File: src/gdfs_pkg.sv
package gdfs_pkg;

  // APB geometry
  localparam int          GDFS_ADDR_W = 12;
  localparam int          GDFS_DATA_W = 32;

  // Register indices; byte address is four times the index
  localparam logic [9:0]  GDFS_IDX_GATE_FLAGS = 10'h0e0;
  localparam logic [9:0]  GDFS_IDX_CTRL_FLAGS = 10'h0e2;
  localparam logic [9:0]  GDFS_IDX_EVT_STATUS = 10'h0f8;
  localparam logic [9:0]  GDFS_IDX_EVT_ENABLE = 10'h0f9;
  localparam logic [9:0]  GDFS_IDX_EVT_CLEAR  = 10'h0fa;

  // Byte addresses derived from the indices
  localparam logic [11:0] GDFS_ADR_GATE_FLAGS = {GDFS_IDX_GATE_FLAGS, 2'b00};
  localparam logic [11:0] GDFS_ADR_CTRL_FLAGS = {GDFS_IDX_CTRL_FLAGS, 2'b00};
  localparam logic [11:0] GDFS_ADR_EVT_STATUS = {GDFS_IDX_EVT_STATUS, 2'b00};
  localparam logic [11:0] GDFS_ADR_EVT_ENABLE = {GDFS_IDX_EVT_ENABLE, 2'b00};
  localparam logic [11:0] GDFS_ADR_EVT_CLEAR  = {GDFS_IDX_EVT_CLEAR, 2'b00};

  // Reset values
  localparam logic [31:0] GDFS_RST_GATE_FLAGS = 32'h0000_0000;
  localparam logic [31:0] GDFS_RST_CTRL_FLAGS = 32'h0000_0000;
  localparam logic [31:0] GDFS_RST_WORD       = 32'h0000_0000;

  // Field positions of the gate-stage fault flags register
  localparam int          GDFS_BIT_DRIVER_FAULT = 31;
  localparam int          GDFS_BIT_OVERTEMP     = 29;
  localparam int          GDFS_BIT_DS_OC        = 28;
  localparam int          GDFS_BIT_SHUNT_OC     = 27;
  localparam int          GDFS_BIT_BOOT_UV      = 26;
  localparam int          GDFS_BIT_GATE_UV      = 25;
  localparam int          GDFS_BIT_SHUTDOWN     = 24;

  // Number of individual gate-stage fault sources
  localparam int          GDFS_NUM_SRC = 6;

  // Individual fault inputs, msb first matches bits 29..24
  typedef struct packed {
    logic overtemp_flag;
    logic drain_source_overcurrent_flag;
    logic shunt_overcurrent_flag;
    logic bootstrap_undervoltage_flag;
    logic gate_supply_undervoltage_flag;
    logic shutdown_pin_state;
  } gdfs_fault_s;

  // APB answer carried as one group
  typedef struct packed {
    logic        pready;
    logic        pslverr;
    logic [31:0] prdata;
  } gdfs_apb_rsp_s;

endpackage : gdfs_pkg

File: src/gdfs_evt_cell.sv
`timescale 1ns/1ps
// One sticky event bit; a set in the clear cycle wins
module gdfs_evt_cell (
  input  wire logic pclk,
  input  wire logic presetn,
  input  wire logic set_i,
  input  wire logic clr_i,
  output logic      flag_o
);

  typedef struct packed {
    logic flag;
  } gdfs_cell_state_s;

  gdfs_cell_state_s st_r;
  gdfs_cell_state_s st_nxt;

  // Set has priority over clear
  always_comb begin
    st_nxt      = st_r;
    st_nxt.flag = set_i | (st_r.flag & ~clr_i);
  end

  // State register
  always_ff @(posedge pclk or negedge presetn) begin
    if (!presetn) begin
      st_r <= '0;
    end else begin
      st_r <= st_nxt;
    end
  end

  assign flag_o = st_r.flag;

endmodule : gdfs_evt_cell

File: src/gdfs_fault_status.sv
// The APB slave port is this design's own decision.
`timescale 1ns/1ps
module gdfs_fault_status
  import gdfs_pkg::*;
#(
  parameter int ADDR_W  = GDFS_ADDR_W,
  parameter int NUM_SRC = GDFS_NUM_SRC
) (
  input  wire logic              pclk,
  input  wire logic              presetn,
  input  wire logic              psel,
  input  wire logic              penable,
  input  wire logic              pwrite,
  input  wire logic [ADDR_W-1:0] paddr,
  input  wire logic [31:0]       pwdata,
  input  wire logic [3:0]        pstrb,
  output logic                   pready,
  output logic                   pslverr,
  output logic [31:0]            prdata,
  input  wire gdfs_fault_s       fault_in,
  input  wire logic [31:0]       control_loop_fault_in,
  output logic                   irq
);

  // Elaboration checks
  if (ADDR_W < GDFS_ADDR_W) begin : g_chk_addr
    $error("gdfs_fault_status: ADDR_W too small for the register map");
  end
  if (NUM_SRC != GDFS_NUM_SRC) begin : g_chk_src
    $error("gdfs_fault_status: NUM_SRC must match the fault input group");
  end

  // Module state apart from the sticky event cells
  typedef struct packed {
    logic [NUM_SRC-1:0] src;        // sampled fault sources
    logic [NUM_SRC-1:0] src_prev;   // previous sample, for rise detect
    logic [31:0]        gate_flags; // gate-stage fault flags word
    logic [31:0]        ctrl_flags; // control-loop fault flags word
    logic [NUM_SRC:0]   evt_en;     // interrupt enables, msb is aggregate
    logic               agg_prev;   // previous aggregate flag
    gdfs_apb_rsp_s      rsp;        // APB answer
    logic               irq;        // interrupt line
  } gdfs_state_s;

  gdfs_state_s st_r;
  gdfs_state_s st_nxt;

  // Event bits: one per source plus aggregate
  logic [NUM_SRC:0] evt_set;
  logic [NUM_SRC:0] evt_clr;
  logic [NUM_SRC:0] evt_flag;

  // Decoded bus phases
  logic        setup_ph;
  logic        access_ph;
  logic [11:0] adr;
  logic        wr_clear;
  logic        wr_enable;
  logic        any_src;

  assign setup_ph  = psel & ~penable;
  assign access_ph = psel & penable & st_r.rsp.pready;
  assign adr       = paddr[11:0];

  // Write strobes take effect only at the completing access edge
  assign wr_clear  = access_ph & pwrite & (adr == GDFS_ADR_EVT_CLEAR) & pstrb[0];
  assign wr_enable = access_ph & pwrite & (adr == GDFS_ADR_EVT_ENABLE);

  // Any individual source active
  assign any_src = |st_r.src;

  // Event rise detection and software clear
  always_comb begin
    evt_set = '0;
    evt_clr = '0;
    for (int i = 0; i < NUM_SRC; i++) begin
      evt_set[i] = st_r.src[i] & ~st_r.src_prev[i];
    end
    evt_set[NUM_SRC] = st_r.gate_flags[GDFS_BIT_DRIVER_FAULT] & ~st_r.agg_prev;
    if (wr_clear) begin
      evt_clr = pwdata[NUM_SRC:0];
    end
  end

  // Sticky event cells
  for (genvar g = 0; g <= NUM_SRC; g++) begin : g_evt
    gdfs_evt_cell u_cell (
      .pclk    (pclk),
      .presetn (presetn),
      .set_i   (evt_set[g]),
      .clr_i   (evt_clr[g]),
      .flag_o  (evt_flag[g])
    );
  end

  // Next-state logic
  always_comb begin
    st_nxt = st_r;

    // Live sampling of every source each clock
    st_nxt.src      = fault_in;
    st_nxt.src_prev = st_r.src;
    st_nxt.agg_prev = st_r.gate_flags[GDFS_BIT_DRIVER_FAULT];

    // Gate-stage word; unnamed bits stay zero
    st_nxt.gate_flags = GDFS_RST_WORD;
    st_nxt.gate_flags[GDFS_BIT_OVERTEMP] = fault_in.overtemp_flag;
    st_nxt.gate_flags[GDFS_BIT_DS_OC] =
      fault_in.drain_source_overcurrent_flag;
    st_nxt.gate_flags[GDFS_BIT_SHUNT_OC] =
      fault_in.shunt_overcurrent_flag;
    st_nxt.gate_flags[GDFS_BIT_BOOT_UV] =
      fault_in.bootstrap_undervoltage_flag;
    st_nxt.gate_flags[GDFS_BIT_GATE_UV] =
      fault_in.gate_supply_undervoltage_flag;
    st_nxt.gate_flags[GDFS_BIT_SHUTDOWN] = fault_in.shutdown_pin_state;

    // Aggregate flag over all individual bits of the same word
    st_nxt.gate_flags[GDFS_BIT_DRIVER_FAULT] = |fault_in;

    // Control-loop word passes through, sampled each clock
    st_nxt.ctrl_flags = control_loop_fault_in;

    // Enable register
    if (wr_enable) begin
      if (pstrb[0]) begin
        st_nxt.evt_en = pwdata[NUM_SRC:0];
      end
    end

    // Level interrupt from enabled sticky events
    st_nxt.irq = |(evt_flag & st_r.evt_en);

    // APB answer: zero wait states, loaded during setup
    st_nxt.rsp = '0;
    if (setup_ph) begin
      st_nxt.rsp.pready = 1'b1;
      if (adr[1:0] != 2'b00) begin
        st_nxt.rsp.pslverr = 1'b1;
      end else if (adr == GDFS_ADR_GATE_FLAGS) begin
        // Read-only; a write is accepted and dropped
        if (!pwrite) begin
          st_nxt.rsp.prdata = st_r.gate_flags;
        end
      end else if (adr == GDFS_ADR_CTRL_FLAGS) begin
        if (!pwrite) begin
          st_nxt.rsp.prdata = st_r.ctrl_flags;
        end
      end else if (adr == GDFS_ADR_EVT_STATUS) begin
        if (!pwrite) begin
          st_nxt.rsp.prdata = {{(31-NUM_SRC){1'b0}}, evt_flag};
        end
      end else if (adr == GDFS_ADR_EVT_ENABLE) begin
        if (!pwrite) begin
          st_nxt.rsp.prdata = {{(31-NUM_SRC){1'b0}}, st_r.evt_en};
        end
      end else if (adr == GDFS_ADR_EVT_CLEAR) begin
        // Write-only; reads return zero
        st_nxt.rsp.prdata = GDFS_RST_WORD;
      end else begin
        // Unmapped address
        st_nxt.rsp.pslverr = 1'b1;
      end
    end
  end

  // State register
  always_ff @(posedge pclk or negedge presetn) begin
    if (!presetn) begin
      st_r            <= '0;
      st_r.gate_flags <= GDFS_RST_GATE_FLAGS;
      st_r.ctrl_flags <= GDFS_RST_CTRL_FLAGS;
    end else begin
      st_r <= st_nxt;
    end
  end

  // Outputs straight from flops
  assign pready  = st_r.rsp.pready;
  assign pslverr = st_r.rsp.pslverr;
  assign prdata  = st_r.rsp.prdata;
  assign irq     = st_r.irq;

endmodule : gdfs_fault_status

File: config.mk
export PLATFORM = sky130hd
export DESIGN_NAME = gdfs_fault_status
export DESIGN_NICKNAME = d
export VERILOG_FILES = /design/src/gdfs_pkg.sv /design/src/gdfs_evt_cell.sv /design/src/gdfs_fault_status.sv
export SDC_FILE = /design/constraint.sdc
export NUM_CORES = 1
export LEC_CHECK = 0
export BUFFER_PORTS_ARGS = -buffer_cell sky130_fd_sc_hd__buf_2
export CORE_MARGIN = 1
export CORE_UTILIZATION = 44
export CTS_CLUSTER_DIAMETER = 40
export DETAILED_ROUTE_END_ITERATION = 6
export GPL_ROUTABILITY_DRIVEN = 0
export GPL_TIMING_DRIVEN = 0
export PLACE_DENSITY = 0.75
export REMOVE_ABC_BUFFERS = 1
export SYNTH_ARGS = -nofsm -noshare
export SYNTH_HDL_FRONTEND = slang
export SYNTH_SLANG_ARGS = --single-unit
export TNS_END_PERCENT = 1
File: constraint.sdc
create_clock -name pclk -period 1.27 [get_ports pclk]
set_input_delay 0.254 -clock pclk [delete_from_list [all_inputs] [get_ports pclk]]
set_output_delay 0.254 -clock pclk [all_outputs]
set_load 0.01 [all_outputs]
==> summary.txt <==
STA
  – Min Clock Period, post-route: 1.59 ns
  – Final setup viols: 46
  – Slew margin rel.: 67.5%
  – Setup repair after global routing missed its margin: yes
  – Tcrit/Tclk final: 125%
  – Final worst slack: -0.319 ns
  – Worst slew pin tran: 0.485 ns
  – WHS: 0.0276 ns
  – Fin. max-slew vios: 0
  – Worst Skew: 0.00905 ns
  – Max Fclk: 629 MHz
  – Final hold violations: 0

Outcome
  – Failing checks: negative setup slack
  – Status: finished with violations

Global route
  – GRT Resource Usage Total: 18.5%
  – Vias in the first global route: 2312
  – First-pass GRT wire length: 11300 um
  – Initial antenna violation count: 0
  – Gr ovfl total: 0
  – Largest net degree at the start of global routing: 75

Power
  – Sw frac: 21.3%
  – P_sw: 1.19 mW
  – Sequential share of power: 55.8%
  – Clk pwr share: 37.9%
  – Power density over the cells: 1220 nW/um2
  – Worst VDD drop: 0.732 mV
  – Gate power share: 6.3%
  – Static Leak: 2.29 nW
  – Pint: 4.40 mW

Setup path
  – Max stage delay on crit path: 0.61 ns
  – Reg2Reg Depth: 4
  – Critical Path Start: paddr[0]
  – Setup Crit Path Kind: input port to flip-flop
  – CP cell instances: buf_6 -> or4b_4 -> nor4b_4 -> and3_4 -> and2_1
  – Buf/Inv on CP: 1
  – Critical path's slowest cell: or4b_4
  – Reg2Reg Launch Point: pready
  – CP Data Required Time: 1.56 ns
  – Startpoint types: input port
  – Capturing point of the worst reg2reg path: g_evt[4].u_cell.flag_o
  – Worst EP arrival: 1.88 ns
  – R2r setup slk: -0.01 ns
  – Critical-path maximum fanout: 13
  – CP top delay family: simple AND/OR/NAND/NOR gates
  – Endpoint class of the critical path: flip-flop

Synth
  – Most frequent cells after synthesis: 95 x dfrtp_1, 35 x buf_4, 18 x and2_1, 11 x nor2_1, 9 x nand3_1
  – Area leader, netlist: dfrtp_1
  – Synth Cell Area: 3420 um2
  – Synth area leaders: dfrtp_1 69%, buf_4 7.7%, and2_1 3.3%
  – Synthesized area per cell: 14.3 um2
  – Distinct cells, synth: 30
  – Post-synth ARST share: 100%
  – Ys flop type: dfrtp_1
  – Count of flip-flops with a built-in enable after synthesis: 0
  – Register area share after synthesis: 69.4%
  – Most common cell in the synthesized netlist: dfrtp_1
  – Synth warn: 0
  – Yosys reg bits: 95
  – Cells after Synth: 239
  – Synth top area share: 69.4%

Die
  – Core area: 7370 um2
  – Die area: 8140 um2
  – # IOs: 126
  – Die Height: 90.2 um
  – Die Span X: 90.2 um
  – Core Rows: 31
  – Initial core utilization: 46.5%

Clock network
  – H-tree depth: 3
  – TritonCTS buffer count: 9
  – Worst-Skew Late Latency: 0.35 ns
  – Sink Count: 95
  – TritonCTS clock tree: done
  – CTS Buffer Depth: 2
  – Root buffer cell: clkbuf_8
  – CTS clk-pin slew, worst paths: 0.09 ns

Min path
  – Worst hold path type: input port to flip-flop
  – Hold_sp: fault_in[2]
  – WHS Endpoint: st_nxt[109]
  – Hold path depth: 1

Final layout
  – Number of diodes: 0
  – Area Growth Syn to Fin: 34.0%
  – Nets: 449
  – Share of cells above drive strength 1: 40.9%

Route
  – Remaining DRCs: 0
  – Initial DRC count: 111
  – Vias: 2170
  – Drt wl/cell: 15.2 um
  – Final wirelength: 7000 um
  – DRT Pass-1 Iters: 4
  – Via density: 4.71
  – Post-route ant nets: 0

Placed design
  – Dpl hpwl: 4200 um
  – Port Buffers: 97
  – Setup WS pre-CTS: -1.19 ns

Flow run
  – Max_cap viols: 0
worst max path at each step:
stage | end | slack, ns | depth (start not counted)
6_report | prdata[10] | -0.32 | 5
5_1_grt | prdata[10] | -0.34 | 5
4_1_cts | st_r[39] | -0.24 | 5
3_5_place_dp | st_r[39] | -1.19 | 5
3_3_place_gp | prdata[19] | -1.79 | 5
2_1_floorplan | st_r[36] | -0.85 | 4
power groups by stage:
| stage | Combinational, mW | Clock (mW) | Sequential [mW] |
|---|---|---|---|
| after floorplan | 0.0443 | 0 | 3.18 |
| after global placement | 0.218 | 0 | 3.18 |
| after detailed placement | 0.239 | 0 | 3.18 |
| after CTS | 0.345 | 2.17 | 3.12 |
| after global routing | 0.388 | 2.29 | 3.13 |
| final | 0.353 | 2.12 | 3.12 |
stage by stage:
step	TNS [ns]	instances	cell area (um2)	total power, mW	util (%)
floorplan	-30.33	201	3150	3.22	-
global placement	-146.95	397	3760	3.40	51.0
detailed placement	-50.02	399	3800	3.42	51.6
CTS	-8.85	458	4550	5.64	61.7
global route	-12.85	461	4590	5.81	62.2
finish	-11.15	461	4590	5.59	62.2
logic make-up after synthesis:
group           count (synthesis)  share of synthesized area, %
buf+inv                        46                          8.95
compound gates                 26                          6.47
mux                            14                          4.61
flops                          95                          69.4
xor+xnor                        1                         0.256
simple gates                   57                          10.3
layout make-up:
cell class	instances	area, um2
clock inverter	6	92.6
tap	99	124
clock buffer	9	124
multi-input combinational	99	860
inverter	8	30.0
fill	548	2780
sequential	95	2380
timing repair buffer	145	980
sequential cells by signal, indices dropped and copies added, names as in the netlist:
name                 flops
g_evt.u_cell.flag_o      7
irq                      1
prdata                  32
pready                   1
pslverr                  1
st_nxt                   6
st_r                    47
placed cells by master, fill, tap and decap left out, types with 2 or more instances in the layout:
master	count
dfrtp_1	95
buf_2	94
dlygate4sd3_1	38
and2_1	18
nor2_1	11
nand3_1	9
clkbuf_8	9
buf_4	9
inv_1	8
a22oi_1	8
a32o_1	7
mux2_2	7
a22o_1	7
mux2_4	7
nand2_1	3
and3_4	3
buf_6	3
nand2b_1	2
nor3_4	2
nor4b_4	2
clkinvlp_4	2
inv_6	2
bufinv_16	2
repair_timing:
action                                  4_1_cts  5_1_grt
pin swaps                                    14        1
setup buffers                                 8        0
hold buffers                                 35        3
endpoints found under the setup margin       46       46
resized for setup                            23        2
gates cloned                                  1        0
hold endpoints to repair                     55        3
worst reg2reg max path: stages, from the launching register on:
cell,delay [ns]
dfrtp_1,0.35
nand2_1,0.08
nor3_2,0.39
nand3_1,0.15
a22o_1,0.20
layer usage:
metal	up-vias	track usage (%)	wire length, um
met3	12	6.35	364
met2	66	31.6	3620
met4	0	6.45	134
li1	1029	-	-
met5	-	0	0
met1	1063	21.7	2880
(Power assumes the default switching activity.)
